`src/hdl/alu_regs.vh`:
```
// Operation codes, size codes and flag reset values for the logic, shift and bit datapath.
`ifndef ALU_REGS_VH
`define ALU_REGS_VH
`define OP_W 5
`define OP_AND 5'h00
`define OP_OR 5'h01
`define OP_XOR 5'h02
`define OP_NOT 5'h03
`define OP_ARITH_SHIFT_LEFT 5'h04
`define OP_ARITH_SHIFT_RIGHT 5'h05
`define OP_LOGIC_SHIFT_LEFT 5'h06
`define OP_LOGIC_SHIFT_RIGHT 5'h07
`define OP_ROTATE_LEFT 5'h08
`define OP_ROTATE_RIGHT 5'h09
`define OP_ROTATE_LEFT_VIA_CARRY 5'h0a
`define OP_ROTATE_RIGHT_VIA_CARRY 5'h0b
`define OP_BIT_SET 5'h0c
`define OP_BIT_CLEAR 5'h0d
`define OP_BIT_INVERT 5'h0e
`define OP_BIT_TEST 5'h0f
`define OP_CARRY_AND_BIT 5'h10
`define OP_CARRY_AND_INV_BIT 5'h11
`define OP_CARRY_OR_BIT 5'h12
`define OP_CARRY_OR_INV_BIT 5'h13
`define OP_CARRY_XOR_BIT 5'h14
`define OP_CARRY_XOR_INV_BIT 5'h15
`define OP_BIT_TO_CARRY 5'h16
`define OP_INV_BIT_TO_CARRY 5'h17
`define OP_CARRY_TO_BIT 5'h18
`define OP_INV_CARRY_TO_BIT 5'h19
`define SIZE_BYTE 2'h0
`define SIZE_WORD 2'h1
`define SIZE_LONG 2'h2
`define CARRY_RST 1'h0
`define ZERO_RST 1'h0
`endif

```
`src/hdl/size_mask.v`:
```
// Operand width mask and sign bit position for byte, word and longword sizes.
`timescale 1ns/100ps
`include "alu_regs.vh"
module size_mask (
  input wire [1:0] size_i, // Operand size code.
  input wire [31:0] value_i, // Value to inspect.
  output reg [31:0] mask_o, // Ones over the operand width.
  output reg msb_o // Top bit of the operand.
);

  // Byte is the fallback so an unknown size never touches the upper bits.
  always @* begin
    case (size_i)
      `SIZE_WORD: begin
        mask_o = 32'h0000ffff;
        msb_o = value_i[15];
      end
      `SIZE_LONG: begin
        mask_o = 32'hffffffff;
        msb_o = value_i[31];
      end
      default: begin
        mask_o = 32'h000000ff;
        msb_o = value_i[7];
      end
    endcase
  end
endmodule // size_mask

```
`src/hdl/bit_unit.v`:
```
// Single-bit manipulation on a byte operand.
`timescale 1ns/100ps
`include "alu_regs.vh"
module bit_unit (
  input wire [4:0] op_i, // Operation code.
  input wire [7:0] byte_i, // Byte operand.
  input wire [2:0] idx_i, // Bit index.
  input wire carry_i, // Current carry flag.
  output reg [7:0] byte_o, // Modified byte.
  output reg bit_o // Selected bit as read.
);

  reg [7:0] sel;

  // One-hot select of the target bit; other bits pass through untouched.
  always @* begin
    sel = 8'h01 << idx_i;
    bit_o = byte_i[idx_i];
    case (op_i)
      `OP_BIT_SET: byte_o = byte_i | sel; // [RULE_10]
      `OP_BIT_CLEAR: byte_o = byte_i & ~sel; // [RULE_11]
      `OP_BIT_INVERT: byte_o = byte_i ^ sel; // [RULE_12]
      `OP_CARRY_TO_BIT: byte_o = carry_i ? (byte_i | sel) : (byte_i & ~sel); // [RULE_20]
      `OP_INV_CARRY_TO_BIT: byte_o = carry_i ? (byte_i & ~sel) : (byte_i | sel); // [RULE_21]
      default: byte_o = byte_i;
    endcase
  end
endmodule // bit_unit

```
`src/hdl/logic_shift_bit_alu.v`:
```
// Logic, shift, rotate and bit manipulation datapath with carry and zero flags.
// How it works
// RULE_01: AND destination with source, write destination.
// RULE_02: OR destination with source, write destination.
// RULE_03: XOR destination with source, write destination.
// RULE_04: Complement every bit of destination.
// RULE_05: Arithmetic shift left or right in place.
// RULE_06: Logical shift left or right in place.
// RULE_07: Rotate within operand width in place.
// RULE_08: Rotate through carry as extra bit.
// RULE_09: Bit index from immediate or register.
// RULE_10: Bit set forces indexed bit to one.
// RULE_11: Bit clear forces indexed bit to zero.
// RULE_12: Bit invert toggles indexed bit.
// RULE_13: Bit test puts inverted bit in zero.
// RULE_14: Carry ANDed with indexed bit.
// RULE_15: Carry ORed with indexed bit.
// RULE_16: Carry XORed with indexed bit.
// RULE_17: Inverted-bit variants use immediate index only.
// RULE_18: Indexed bit copied into carry.
// RULE_19: Inverted bit into carry, immediate index.
// RULE_20: Carry written into indexed bit.
// RULE_21: Inverted carry into bit, immediate index.
// RULE_22: Byte/word/long for logic; bits byte only.
// RULE_23: Shifts move one place, out-bit to carry.
`timescale 1ns/100ps
`include "alu_regs.vh"
module logic_shift_bit_alu (
  input wire clock_i, // CPU clock.
  input wire rst_n_i, // Synchronous reset, active low.
  input wire start_i, // Decoder issues an operation this cycle.
  input wire [4:0] op_i, // Operation code.
  input wire [1:0] size_i, // Operand size code.
  input wire [31:0] dest_i, // Destination register or memory byte.
  input wire [31:0] source_register_i, // Source register value.
  input wire [31:0] immediate_value_i, // Immediate data.
  input wire use_imm_i, // Take source from immediate data.
  input wire [2:0] bit_imm_i, // Immediate bit index.
  input wire bit_idx_from_reg_i, // Take bit index from source register.
  input wire carry_i, // Carry flag from condition codes.
  input wire zero_i, // Zero flag from condition codes.
  output reg [31:0] result_o, // Value to write back.
  output reg result_we_o, // Write result to destination, one cycle.
  output reg carry_o, // Updated carry flag.
  output reg carry_we_o, // Carry update strobe, one cycle.
  output reg zero_o, // Updated zero flag.
  output reg zero_we_o, // Zero update strobe, one cycle.
  output reg done_o // Operation complete, one cycle.
);

  ////////////////////////////////////////////////////////////////////////////
  // Operand width and shared bit unit.

  wire [31:0] mask;
  wire msb;
  wire [31:0] dmask;
  wire [1:0] eff_size;
  wire [7:0] bit_byte;
  wire bit_val;
  reg [2:0] bit_idx;
  reg [31:0] src;
  reg is_bit_op;
  reg imm_only;

  // Bit operations are byte wide whatever size the decoder sends.
  assign eff_size = is_bit_op ? `SIZE_BYTE : size_i; // [RULE_22]
  assign dmask = dest_i & mask;

  size_mask u_size_mask (
    .size_i(eff_size),
    .value_i(dest_i),
    .mask_o(mask),
    .msb_o(msb)
  );

  bit_unit u_bit_unit (
    .op_i(op_i),
    .byte_i(dest_i[7:0]),
    .idx_i(bit_idx),
    .carry_i(carry_i),
    .byte_o(bit_byte),
    .bit_o(bit_val)
  );

  ////////////////////////////////////////////////////////////////////////////
  // Operand and index selection.

  // Inverted variants ignore the register index, so a stray select cannot alter them.
  always @* begin
    is_bit_op = (op_i >= `OP_BIT_SET) && (op_i <= `OP_INV_CARRY_TO_BIT);
    imm_only = (op_i == `OP_CARRY_AND_INV_BIT) || (op_i == `OP_CARRY_OR_INV_BIT) ||
               (op_i == `OP_CARRY_XOR_INV_BIT) || (op_i == `OP_INV_BIT_TO_CARRY) ||
               (op_i == `OP_INV_CARRY_TO_BIT); // [RULE_17] [RULE_19] [RULE_21]
    if (bit_idx_from_reg_i && !imm_only) begin
      bit_idx = source_register_i[2:0]; // [RULE_09]
    end else begin
      bit_idx = bit_imm_i; // [RULE_09]
    end
    src = use_imm_i ? immediate_value_i : source_register_i;
  end

  ////////////////////////////////////////////////////////////////////////////
  // Combinational result.

  reg [31:0] res_d;
  reg res_we_d;
  reg c_d;
  reg c_we_d;
  reg z_d;
  reg z_we_d;

  // Upper bits outside the operand width are kept so narrow writes are safe.
  always @* begin
    res_d = dest_i;
    res_we_d = 1'b0;
    c_d = carry_i;
    c_we_d = 1'b0;
    z_d = zero_i;
    z_we_d = 1'b0;
    case (op_i)
      `OP_AND: begin
        res_d = (dest_i & ~mask) | (dest_i & src & mask); // [RULE_01]
        res_we_d = 1'b1;
      end
      `OP_OR: begin
        res_d = (dest_i & ~mask) | ((dest_i | src) & mask); // [RULE_02]
        res_we_d = 1'b1;
      end
      `OP_XOR: begin
        res_d = (dest_i & ~mask) | ((dest_i ^ src) & mask); // [RULE_03]
        res_we_d = 1'b1;
      end
      `OP_NOT: begin
        res_d = dest_i ^ mask; // [RULE_04]
        res_we_d = 1'b1;
      end
      `OP_ARITH_SHIFT_LEFT, `OP_LOGIC_SHIFT_LEFT: begin
        res_d = (dest_i & ~mask) | ({dmask[30:0], 1'b0} & mask); // [RULE_05] [RULE_06]
        res_we_d = 1'b1;
        c_d = msb; // [RULE_23]
        c_we_d = 1'b1;
      end
      `OP_ARITH_SHIFT_RIGHT: begin
        res_d = (dest_i & ~mask) | (({1'b0, dmask[31:1]} | (msb ? (mask ^ (mask >> 1)) : 32'h0)) & mask); // [RULE_05]
        res_we_d = 1'b1;
        c_d = dest_i[0]; // [RULE_23]
        c_we_d = 1'b1;
      end
      `OP_LOGIC_SHIFT_RIGHT: begin
        res_d = (dest_i & ~mask) | {1'b0, dmask[31:1]}; // [RULE_06]
        res_we_d = 1'b1;
        c_d = dest_i[0]; // [RULE_23]
        c_we_d = 1'b1;
      end
      `OP_ROTATE_LEFT: begin
        res_d = (dest_i & ~mask) | (({dmask[30:0], 1'b0} | {31'h0, msb}) & mask); // [RULE_07]
        res_we_d = 1'b1;
        c_d = msb; // [RULE_23]
        c_we_d = 1'b1;
      end
      `OP_ROTATE_RIGHT: begin
        res_d = (dest_i & ~mask) | (({1'b0, dmask[31:1]} | (dest_i[0] ? (mask ^ (mask >> 1)) : 32'h0)) & mask); // [RULE_07]
        res_we_d = 1'b1;
        c_d = dest_i[0]; // [RULE_23]
        c_we_d = 1'b1;
      end
      `OP_ROTATE_LEFT_VIA_CARRY: begin
        res_d = (dest_i & ~mask) | (({dmask[30:0], 1'b0} | {31'h0, carry_i}) & mask); // [RULE_08]
        res_we_d = 1'b1;
        c_d = msb; // [RULE_08] [RULE_23]
        c_we_d = 1'b1;
      end
      `OP_ROTATE_RIGHT_VIA_CARRY: begin
        res_d = (dest_i & ~mask) | (({1'b0, dmask[31:1]} | (carry_i ? (mask ^ (mask >> 1)) : 32'h0)) & mask); // [RULE_08]
        res_we_d = 1'b1;
        c_d = dest_i[0]; // [RULE_08] [RULE_23]
        c_we_d = 1'b1;
      end
      `OP_BIT_SET, `OP_BIT_CLEAR, `OP_BIT_INVERT, `OP_CARRY_TO_BIT, `OP_INV_CARRY_TO_BIT: begin
        res_d = {dest_i[31:8], bit_byte}; // [RULE_10] [RULE_11] [RULE_12] [RULE_20] [RULE_21]
        res_we_d = 1'b1;
      end
      `OP_BIT_TEST: begin
        z_d = ~bit_val; // [RULE_13]
        z_we_d = 1'b1;
      end
      `OP_CARRY_AND_BIT: begin
        c_d = carry_i & bit_val; // [RULE_14]
        c_we_d = 1'b1;
      end
      `OP_CARRY_AND_INV_BIT: begin
        c_d = carry_i & ~bit_val; // [RULE_17]
        c_we_d = 1'b1;
      end
      `OP_CARRY_OR_BIT: begin
        c_d = carry_i | bit_val; // [RULE_15]
        c_we_d = 1'b1;
      end
      `OP_CARRY_OR_INV_BIT: begin
        c_d = carry_i | ~bit_val; // [RULE_17]
        c_we_d = 1'b1;
      end
      `OP_CARRY_XOR_BIT: begin
        c_d = carry_i ^ bit_val; // [RULE_16]
        c_we_d = 1'b1;
      end
      `OP_CARRY_XOR_INV_BIT: begin
        c_d = carry_i ^ ~bit_val; // [RULE_17]
        c_we_d = 1'b1;
      end
      `OP_BIT_TO_CARRY: begin
        c_d = bit_val; // [RULE_18]
        c_we_d = 1'b1;
      end
      `OP_INV_BIT_TO_CARRY: begin
        c_d = ~bit_val; // [RULE_19]
        c_we_d = 1'b1;
      end
      default: begin
        res_d = dest_i;
      end
    endcase
  end

  ////////////////////////////////////////////////////////////////////////////
  // Registered outputs.

  // One registered stage: strobes pulse for exactly one cycle per start.
  always @(posedge clock_i) begin
    if (!rst_n_i) begin
      result_o <= 32'h00000000;
      result_we_o <= 1'b0;
      carry_o <= `CARRY_RST;
      carry_we_o <= 1'b0;
      zero_o <= `ZERO_RST;
      zero_we_o <= 1'b0;
      done_o <= 1'b0;
    end else begin
      result_we_o <= start_i & res_we_d;
      carry_we_o <= start_i & c_we_d;
      zero_we_o <= start_i & z_we_d;
      done_o <= start_i;
      if (start_i) begin
        result_o <= res_d;
        carry_o <= c_d;
        zero_o <= z_d;
      end
    end
  end
endmodule // logic_shift_bit_alu

```
`config.mk`:
```
export PLATFORM = sky130hd
export DESIGN_NAME = logic_shift_bit_alu
export DESIGN_NICKNAME = d
export VERILOG_FILES = /design/src/hdl/size_mask.v /design/src/hdl/bit_unit.v /design/src/hdl/logic_shift_bit_alu.v
export VERILOG_INCLUDE_DIRS = /design/src /design/src/hdl
export SDC_FILE = /design/constraint.sdc
export NUM_CORES = 1
export LEC_CHECK = 0
export BUFFER_PORTS_ARGS = -buffer_cell sky130_fd_sc_hd__clkbuf_2
export CAP_MARGIN = 25
export CORE_ASPECT_RATIO = 0.8
export CORE_UTILIZATION = 41
export CTS_CLUSTER_SIZE = 14
export DETAILED_ROUTE_END_ITERATION = 12
export PLACE_DENSITY = 0.64
export REMOVE_ABC_BUFFERS = 1
export SYNTH_ARGS = -nofsm -noshare
export SYNTH_HDL_FRONTEND = slang
export SYNTH_HIERARCHICAL = 1
export SYNTH_SLANG_ARGS = --single-unit
```
`constraint.sdc`:
```
create_clock -name clock_i -period 3.7 [get_ports clock_i]
set_input_delay 0.555 -clock clock_i [delete_from_list [all_inputs] [get_ports clock_i]]
set_output_delay 0.555 -clock clock_i [all_outputs]
set_load 0.005 [all_outputs]
```
* Word level (Yosys, flattened, before mapping)
Cells that the tools add are included.
** Storage, ports and cells
- Register bits :: 38
- Bits in latches :: 0
- Memory bits (writable) :: 0
- ROM bits :: 0
- Input bits :: 113
- Word-level logic and storage cells :: 117
- Memories kept :: 0
** Operators by class
- Add/sub/neg operators :: 0
- Multiply operators :: 0
- Divide/modulo/power cells :: 0
- $lt $le $gt $ge :: 3
- Equal/unequal tests :: 27
- Shift-type cells :: 1
- Muxes and demuxes :: 19
- Bitwise logic cells :: 46
- Reduce and logical (&&, ||, !) cells :: 14
** Operators with widths (number)
- 32-bit AND :: 12
- 32-bit one-hot mux with 12 select lines :: 1
- 32-bit OR :: 10
- 32-bit two-way mux :: 4
- 31-bit by 32-bit OR with 32-bit output :: 3
- 32-bit by 1-bit OR with 32-bit output :: 2
- 32-bit one-hot mux with 2 select lines :: 1
- 32-bit bitwise XOR :: 2
- 5-bit == test (second input constant) :: 10
- 5-bit by 4-bit == test with 1-bit output (second input constant) :: 8
- 8-bit one-hot mux with 5 select lines :: 1
- 32-bit inverter :: 1
- 32-bit by 31-bit OR with 32-bit output :: 1
- 32-bit by 31-bit bitwise XOR with 32-bit output :: 1
- 5-bit by 3-bit == test with 1-bit output (second input constant) :: 4
- 17-bit OR reduction :: 1
- 8-bit two-way mux :: 2
- 16-bit OR reduction :: 1
- 5-bit by 2-bit == test with 1-bit output (second input constant) :: 2
- 1-bit one-hot mux with 10 select lines :: 1
- 8-bit AND :: 1
- 8-bit inverter :: 1
- 8-bit OR :: 1
- 4-bit OR reduction :: 2
- 23 further kinds :: 37

* Logic depth before layout (Yosys ltp)
Gate-level depths: netlist (run 1).
- Depth in word-level cells :: 14
- Depth in mapped cells :: 18
- Gate-level depth less buffers :: 14

* Hierarchy
Netlist (run 1), hierarchy kept.
** By module, submodules not included
- logic_shift_bit_alu :: instances 1, cells each 1030, area each 7916.3 um2, seq. area each 760.7 um2
- bit_unit :: instances 1, cells each 98, area each 792.0 um2, seq. area each 0.0 um2
- size_mask :: instances 1, cells each 40, area each 294.0 um2, seq. area each 0.0 um2

* Worst setup path after synthesis (run 1)
Ideal clock, no wire load.
- Path kind :: input to register
- Start :: input port op_i[4]
- End :: register result_o[25]
- Data arrival time :: 3.625 ns
- Required time :: 3.580 ns
- Slack :: -0.044 ns
- Cell stages on the path :: 14
- Path buffers :: 5
- Cells stage by stage :: buf_2 buf_2 clkbuf_1 clkbuf_1 a22oi_1 and2_1 inv_1 ha_1 buf_4 mux2_2 a22oi_1 o211a_1 o21ai_0 o31a_1
** Between the ends
- Word-level cells in the longest chain between the ends :: 11
- Elaborated cells between the ends (all ways) :: 60
** Ends and longest elaborated chain
- from (decl) :: line logic_shift_bit_alu.v:32 : input wire [4:0] op_i,
- 5-bit by 4-bit greater-or-equal comparator with 1-bit output (no line) / 5-bit less-or-equal comparator (equally long branches)
- 1-bit logical AND * :: line logic_shift_bit_alu.v:90 : is_bit_op = (op_i >= `OP_BIT_SET) && (op_i <= `OP_INV_CARRY_TO_BIT);
- 2-bit two-way mux * :: line logic_shift_bit_alu.v:66 : assign eff_size = is_bit_op ? `SIZE_BYTE : size_i;
- named net eff_size[0] :: line logic_shift_bit_alu.v:57 : wire [1:0] eff_size;
- 2-bit == test / 2-bit by 1-bit == test with 1-bit output (equally long branches) :: line size_mask.v:13 : case (size_i)
- 32-bit one-hot mux with 2 select lines * :: line size_mask.v:13
- named net mask[25] :: line logic_shift_bit_alu.v:54 : wire [31:0] mask;
- 32-bit by 31-bit bitwise XOR with 32-bit output :: line logic_shift_bit_alu.v:144, logic_shift_bit_alu.v:162, logic_shift_bit_alu.v:174
- 32-bit two-way mux, on equally long branches :: line logic_shift_bit_alu.v:174, logic_shift_bit_alu.v:144, logic_shift_bit_alu.v:162
- 31-bit by 32-bit OR with 32-bit output, on equally long branches :: line logic_shift_bit_alu.v:174, logic_shift_bit_alu.v:144, logic_shift_bit_alu.v:162
- 32-bit AND, on equally long branches :: line logic_shift_bit_alu.v:174, logic_shift_bit_alu.v:144, logic_shift_bit_alu.v:162
- 32-bit OR, on equally long branches :: line logic_shift_bit_alu.v:174, logic_shift_bit_alu.v:144, logic_shift_bit_alu.v:162
- 32-bit one-hot mux with 12 select lines * :: line logic_shift_bit_alu.v:120 : case (op_i)
- to (signal assigned) :: line logic_shift_bit_alu.v:244 : result_o <= res_d;
- to (decl) :: line logic_shift_bit_alu.v:42 : output reg [31:0] result_o,
Mark *: on every way through the listed nets, which the timed path passes. The rest lies on a longest branch.
A chain may end at the register's enable or synchronous reset.

* Worst setup path in the final report (run 1)
- Start :: input port op_i[2]
- End :: register result_o[4]
** Between the ends
- Word-level cells in the longest chain between the ends :: 14
- Elaborated cells between the ends (all ways) :: 50
** Ends and longest elaborated chain
- 5-bit == test
- 1-bit logical OR (3 in series) :: line logic_shift_bit_alu.v:91 : imm_only = (op_i == `OP_CARRY_AND_INV_BIT) || (op_i == `OP_CARRY_OR_INV_BIT) ||
- 1-bit logical OR * :: line logic_shift_bit_alu.v:91
- 1-bit zero test * :: line logic_shift_bit_alu.v:94 : if (bit_idx_from_reg_i && !imm_only) begin
- 1-bit logical AND * :: line logic_shift_bit_alu.v:94
- 3-bit two-way mux * :: line logic_shift_bit_alu.v:94
- named net bit_idx[0] :: line logic_shift_bit_alu.v:60 : reg [2:0] bit_idx;
- 1-bit by 3-bit << shifter with 8-bit output * :: line bit_unit.v:17 : sel = 8'h01 << idx_i;
- 8-bit inverter :: line bit_unit.v:21, bit_unit.v:23, bit_unit.v:24
- 8-bit AND :: line bit_unit.v:21, bit_unit.v:23, bit_unit.v:24
- 8-bit two-way mux, on equally long branches :: line bit_unit.v:24, bit_unit.v:23
- 8-bit one-hot mux with 5 select lines * :: line bit_unit.v:19 : case (op_i)
- named net bit_byte[4] :: line logic_shift_bit_alu.v:58 : wire [7:0] bit_byte;
- 32-bit one-hot mux with 12 select lines * :: line logic_shift_bit_alu.v:120
Marks and branches as above.

==> flow_summary.ini, run 1 <==
[outcome]
status = finished clean

[place]
preCtsSetupSlack_ns = 0.144
port_buffers = 150
hpwl_um = 23500
dp_cells = 1554
routabilityCongestion = 0.919

[timing]
slew_violations = 0
max_slew_margin_pct = 52.0
skew_ns = 0
hold_viol = 0
finalCritPeriodShare_pct = 88.4
tightest_slew_ns = 0.719
fmax_ghz = 0.306
setup_ws_ns = 0.428
setup_viol = 0
final.min_clock_period_ns = 3.27
rsz0062_at_grt = no

[worst_setup_path]
crit_family = compound AO/OA/AOI/OAI gates
critPathRequiredTime_ns = 3.87
crit_path_top_delay_cell = or3b_1
worst-path-max-fanout = 4
reg2regPathDepth = 4
r2r_end = result_o[13]
criticalPathCategory = input pin to register
critPathBufInv = 3
start_kind = input pin
ff2ff_setup_slack_ns = 2.45
max_stage_delay_ns = 0.45
path_cells = clkbuf_2, o21ai_0, buf_4, a31oi_1, mux2_2, or3b_1, ha_1, inv_1, mux2i_1, a22oi_1, o221ai_1, nand2b_1, o211ai_1, o21ai_0, nor3_1, o32ai_1
cpMostUsedCell = o21ai_0
r2r_start = result_o[13]
arrival_ns = 3.44
critPathCaptureType = register

[drt]
wirelength_um = 34200
ant_nets = 0
vias = 9801
avgRoutedWirePerCell_um = 21.9
drt_iter0_drc = 1049
viasPerCell = 6.27
first_pass_iters = 5
drc = 0

[global_routing]
grt_max_degree = 47
grt_use_total_pct = 30.1
antenna_found_initial = 0
globalRouteOverflowTotal = 0
first_global_vias = 9308
grt_pass1_wl_um = 53000

[final_layout]
num_antenna_cells = 0
area_growth_pct = 14.1
drive_gt1_share_pct = 22.2
instances_no_fill = 1562
final_nets = 1546
final_common_cell = clkbuf_2
final_cell_mix = clkbuf_2 (150), ha_1 (146), inv_1 (118)

[synthesis]
syn_area_mm2 = 0.00900
synth_cell_types = 70
synth-edff-count = 0
synthAdderAreaFrac_pct = 20.4
synth-compound-area-share_pct = 34.8
synth_top_family_by_area = compound AO/OA/AOI/OAI gates
syn_inst = 1168
synth.area.mux_share_pct = 8.19
synthFlopType = dfxtp_1
syn_area_per_cell_um2 = 7.71
synth_seq_cells = 38
synthSimpleGateAreaFrac_pct = 13.2
ys_warn_count = 6
synthArstFlopShare_pct = 0
ys_seq_area_share_pct = 8.45
synthXorXnorAreaFrac_pct = 3.41

[die]
start_util_pct = 41.8
die_h_um = 135
core_area_mm2 = 0.0216
rows = 48
die_area_mm2 = 0.0226
die_x_um = 168
num_io_pins = 151

[clocking]
cts_tree = yes
clk_pin_slew_ns = 0.07
clock_latency_ns = 0.30
root_buffer = clkbuf_16
htreeDepth = 2
cts_resized = 0
cts_setup_buffers = 0
cts_hold_buf = 0
cts_num_sinks = 38
numCtsBuffers = 5
cts_buffer_depth = 2

[power]
p_int_mw = 1.22
p_switching_mw = 0.981
switching_share_pct = 44.6
p_leak_nw = 4.84
power_density_mw_per_mm2 = 214
finalPower_mw = 2.20
power.share.clock_pct = 22.6
combPwrFrac_pct = 55.7
pwr-share-seq_pct = 21.7
ir_drop_mv = 0.156

[worst_hold_path]
hold_end = zero_o
whs_path_depth = 1
hold_start = zero_o
min_path_type = register to register

[job]
cap_viol_max_count = 0
registers in the layout, indices dropped and copies added (netlist names):
register     cells
carry_o          1
carry_we_o       1
done_o           1
result_o        32
result_we_o      1
zero_o           1
zero_we_o        1
cell usage after synthesis, types with 27 or more instances:
cell | count | area [µm²]
ha_1 | 147 | 1840
inv_1 | 119 | 447
o21ai_0 | 85 | 425
a21oi_1 | 68 | 340
clkbuf_1 | 47 | 176
o211ai_1 | 39 | 293
dfxtp_1 | 38 | 761
mux2i_1 | 38 | 380
nor2_1 | 35 | 131
buf_4 | 33 | 248
a22oi_1 | 32 | 240
nand2_1 | 32 | 120
a31oi_1 | 28 | 175
mux2_2 | 27 | 304
stage by stage:
| step | setup TNS (ns) | hold slack (ns) | utilization, % | cell area [µm²] |
|---|---|---|---|---|
| after floorplan | -16.17 | 0.491 | - | 8450 |
| after CTS | 0 | 0.504 | 47.7 | 10300 |
| after detailed placement | 0 | 0.492 | 47.0 | 10100 |
| after global placement | 0 | 0.489 | 47.0 | 10100 |
| final | 0 | 0.504 | 47.7 | 10300 |
| after global routing | 0 | 0.522 | 47.7 | 10300 |
worst max-delay path by stage:
stage,from,endpoint,slack [ns],cells past startpoint
4_1_cts,op_i[2],result_o[4],0.44,16
5_1_grt,op_i[3],result_o[0],0.23,15
2_1_floorplan,op_i[2],result_o[25],-1.07,11
3_3_place_gp,op_i[3],result_o[4],0.23,16
6_report,op_i[2],result_o[4],0.43,16
3_5_place_dp,op_i[2],result_o[4],0.14,16
worst register-to-register path, stage by stage (launching register included):
cell     delay, ns
dfxtp_1       0.34
a22oi_1       0.20
o211a_1       0.18
o21ai_0       0.10
o31a_1        0.32
layer usage:
layer	vias up	share of wire (%)	global-route usage [%]
met5	-	0	0
li1	4561	-	-
met2	547	43	45.9
met1	4607	45	41.9
met3	86	9.6	5.63
met4	0	2.7	11.8
final cells by class:
| class | count | area (µm²) |
|---|---|---|
| clock buffer | 7 | 143 |
| inverter | 121 | 454 |
| sequential | 38 | 761 |
| timing repair buffer | 217 | 1320 |
| fill | 2142 | 11300 |
| multi-input combinational | 903 | 7250 |
| tap | 275 | 344 |
| clock inverter | 1 | 5.00 |
power groups by stage:
stage	sequential, mW	clock, mW	combinational [mW]
3_5_place_dp	0.485	0	1.19
2_1_floorplan	0.478	0	0.690
5_1_grt	0.480	0.509	1.34
6_report	0.476	0.497	1.22
4_1_cts	0.476	0.497	1.20
3_3_place_gp	0.486	0	1.17
cell families (layout without fill, tap and decap cells):
kind of cell | Yosys count | after routing
compound gates | 448 | 448
buf+inv | 234 | 346
simple gates | 198 | 198
fa+ha+maj | 147 | 147
mux | 67 | 67
flops | 38 | 38
xor+xnor | 35 | 35
other cells | 1 | 8
No activity file was read; power rests on OpenSTA's default activity.
==> run 2, diff against run 1 <==
- ABC_AREA: default -> 1
- CORE_MARGIN: default -> 2
- PLACE_DENSITY: 0.64 -> 0.63
==> run 2 against run 1 <==
Power up 0.54%. Largest power group unchanged. Routed wire length down 10%. Sequential share of layout area down 0.30 points. Global-route usage down 5.2 points. Cell count up 38%.
==> flow_summary.ini, run 2 <==
[global_routing]
grt_use_total_pct = 24.9
grt_pass1_wl_um = 49700
first_global_vias = 9364
antenna_found_initial = 0
grt_max_degree = 43
globalRouteOverflowTotal = 0

[worst_setup_path]
reg2regPathDepth = 2
critPathCaptureType = register
worst-path-max-fanout = 12
start_kind = input pin
arrival_ns = 3.48
r2r_start = result_o[2]
criticalPathCategory = input pin to register
critPathCapture = result_o[7]
r2r_end = result_o[2]
critPathRequiredTime_ns = 3.85
worstSetupStartpoint = op_i[4]
ff2ff_setup_slack_ns = 2.99

[clocking]
cts_hold_buf = 0
numCtsBuffers = 5
cts_num_sinks = 38
root_buffer = clkbuf_16
cts_tree = yes
htreeDepth = 2
clock_latency_ns = 0.31
cts_resized = 0
clk_pin_slew_ns = 0.06
cts_setup_buffers = 0
cts_buffer_depth = 2

[die]
core_area_mm2 = 0.0232
num_io_pins = 151
die_area_mm2 = 0.0246
die_x_um = 175
die_h_um = 141
start_util_pct = 41.3
rows = 50

[synthesis]
synthArstFlopShare_pct = 0
yosysTopAreaCell = nand2_1
yosysMostFrequentCell = nand2_1
syn_area_mm2 = 0.00959
synth_top_area_share_pct = 20.1
synth_seq_cells = 38
synthTopCellsByCount = nand2_1 (513), inv_1 (299), nor2_1 (217), ha_1 (147), nand3_1 (107)
synth_cell_types = 36
netlist_top_cells_area = nand2_1 (20%), ha_1 (19%), inv_1 (12%), nor2_1 (8.5%), dfxtp_1 (7.9%)
ys_seq_area_share_pct = 7.93
synth-edff-count = 0
ys_warn_count = 6
syn_inst = 1742
synthFlopType = dfxtp_1
syn_area_per_cell_um2 = 5.51

[final_layout]
num_antenna_cells = 0
top_register = result_o
final_core_util_pct = 46.1
largest_reg_flops = 32
final_cell_mix = nand2_1 (512), inv_1 (299), nor2_1 (217)
drive_gt1_share_pct = 13.2
area_growth_pct = 11.6
final_common_cell = nand2_1
final_nets = 2105

[power]
combPwrFrac_pct = 51.2
p_switching_mw = 0.970
p_leak_nw = 6.33
power.share.clock_pct = 27.9
finalPower_mw = 2.21
pwr-share-seq_pct = 20.9
power_density_mw_per_mm2 = 206
ir_drop_mv = 0.207
switching_share_pct = 43.9
p_int_mw = 1.24

[job]
cap_viol_max_count = 0

[outcome]
status = finished clean

[worst_hold_path]
min_path_type = register to register

[timing]
fmax_ghz = 0.301
final.min_clock_period_ns = 3.33
skew_ns = 0
slew_violations = 0
tightest_slew_ns = 0.910
fin_setup_tns_ns = 0
finalCritPeriodShare_pct = 89.9
max_slew_margin_pct = 39.1
setup_viol = 0
hold_viol = 0
rsz0062_at_grt = no

[drt]
wirelength_um = 30800
ant_nets = 0
viasPerCell = 4.89
first_pass_iters = 5
drt_iter0_drc = 943
vias = 10556
drc = 0
avgRoutedWirePerCell_um = 14.3

[place]
routabilityCongestion = 0.853
port_buffers = 150
hpwl_um = 21900
[run 2: changes by cell type in the layout (fill, tap and decap cells not counted), sizes merged, moves of 23 or more]
| cell | delta |
|---|---|
| nand2 | +486 |
| nand3 | +91 |
| o21ai | +25 |
| nand2b | -23 |
| a21o | -24 |
| a22oi | -33 |
| buf | -36 |
| mux2 | -24 |
| a21oi | -35 |
| inv | +199 |
| mux2i | -38 |
| a31oi | -28 |
| nor2 | +196 |
[run 2: per-stage QoR]
step | cell area (µm²) | cells | setup slack (ns) | hold slack (ns)
finish | 10700 | 2158 | 0.373 | 0.463
floorplan | 9050 | 1657 | -0.370 | 0.462
CTS | 10700 | 2158 | 0.461 | 0.468
detailed placement | 10500 | 2150 | 0.142 | 0.457
global placement | 10500 | 2149 | 0.197 | 0.452
global route | 10700 | 2158 | 0.114 | 0.492
[run 2: routing by layer]
| layer | GRT usage (%) | vias to the layer above | wire (µm) |
|---|---|---|---|
| met2 | 40.2 | 321 | 13200 |
| met5 | 0 | - | 0 |
| li1 | - | 5540 | - |
| met1 | 36.5 | 4672 | 15200 |
| met3 | 2.35 | 23 | 2060 |
| met4 | 3.55 | 0 | 278 |
[run 2: power by group through the flow]
stage               combinational (mW)  clock (mW)  sequential, mW
global placement                  1.09           0           0.471
global route                      1.30       0.636           0.466
finish                            1.13       0.616           0.462
detailed placement                1.12           0           0.471
floorplan                        0.699           0           0.470
CTS                               1.12       0.625           0.462
[run 2: final cells by class]
class | count | area, µm²
fill | 2537 | 12500
tap | 312 | 390
multi-input combinational | 1300 | 7110
sequential | 38 | 761
clock buffer | 5 | 125
timing repair buffer | 181 | 1050
clock inverter | 3 | 68.8
inverter | 319 | 1200
[run 2: cell families after synthesis]
kind of cell,share of synthesized area [%]
AND/OR/NAND/NOR,40.3
buffers and inverters,18.4
AO/OA/AOI/OAI,11.5
adder cells (fa/ha/maj),19.2
flip-flops,7.93
XOR/XNOR,2.28
multiplexers,0.352
other,0.0391
[run 2: how the worst min path moves through the flow]
stage	to	slack [ns]	cells after the start	start
after floorplan	carry_o	0.46	2	carry_o
after global placement	result_o[18]	0.45	2	result_o[18]
after detailed placement	result_o[18]	0.46	2	result_o[18]
after CTS	result_o[19]	0.47	2	result_o[19]
after global routing	result_o[28]	0.49	2	result_o[28]
final	result_o[12]	0.46	2	result_o[12]
[run 2: worst max-delay path: stages]
cell and delay, ns:
clkbuf_2 0.22, inv_4 0.09, nor2_1 0.13, inv_1 0.07
o211ai_1 0.42, mux2_2 0.50, inv_1 0.28, nor2_1 0.13
inv_1 0.12, ha_1 0.24, inv_1 0.05, nor2_1 0.04
nor2_1 0.10, nand3_1 0.08, nand2_1 0.08, o211ai_1 0.09
nor2_1 0.12, nand2_1 0.06, nand2_1 0.05, a21oi_1 0.05
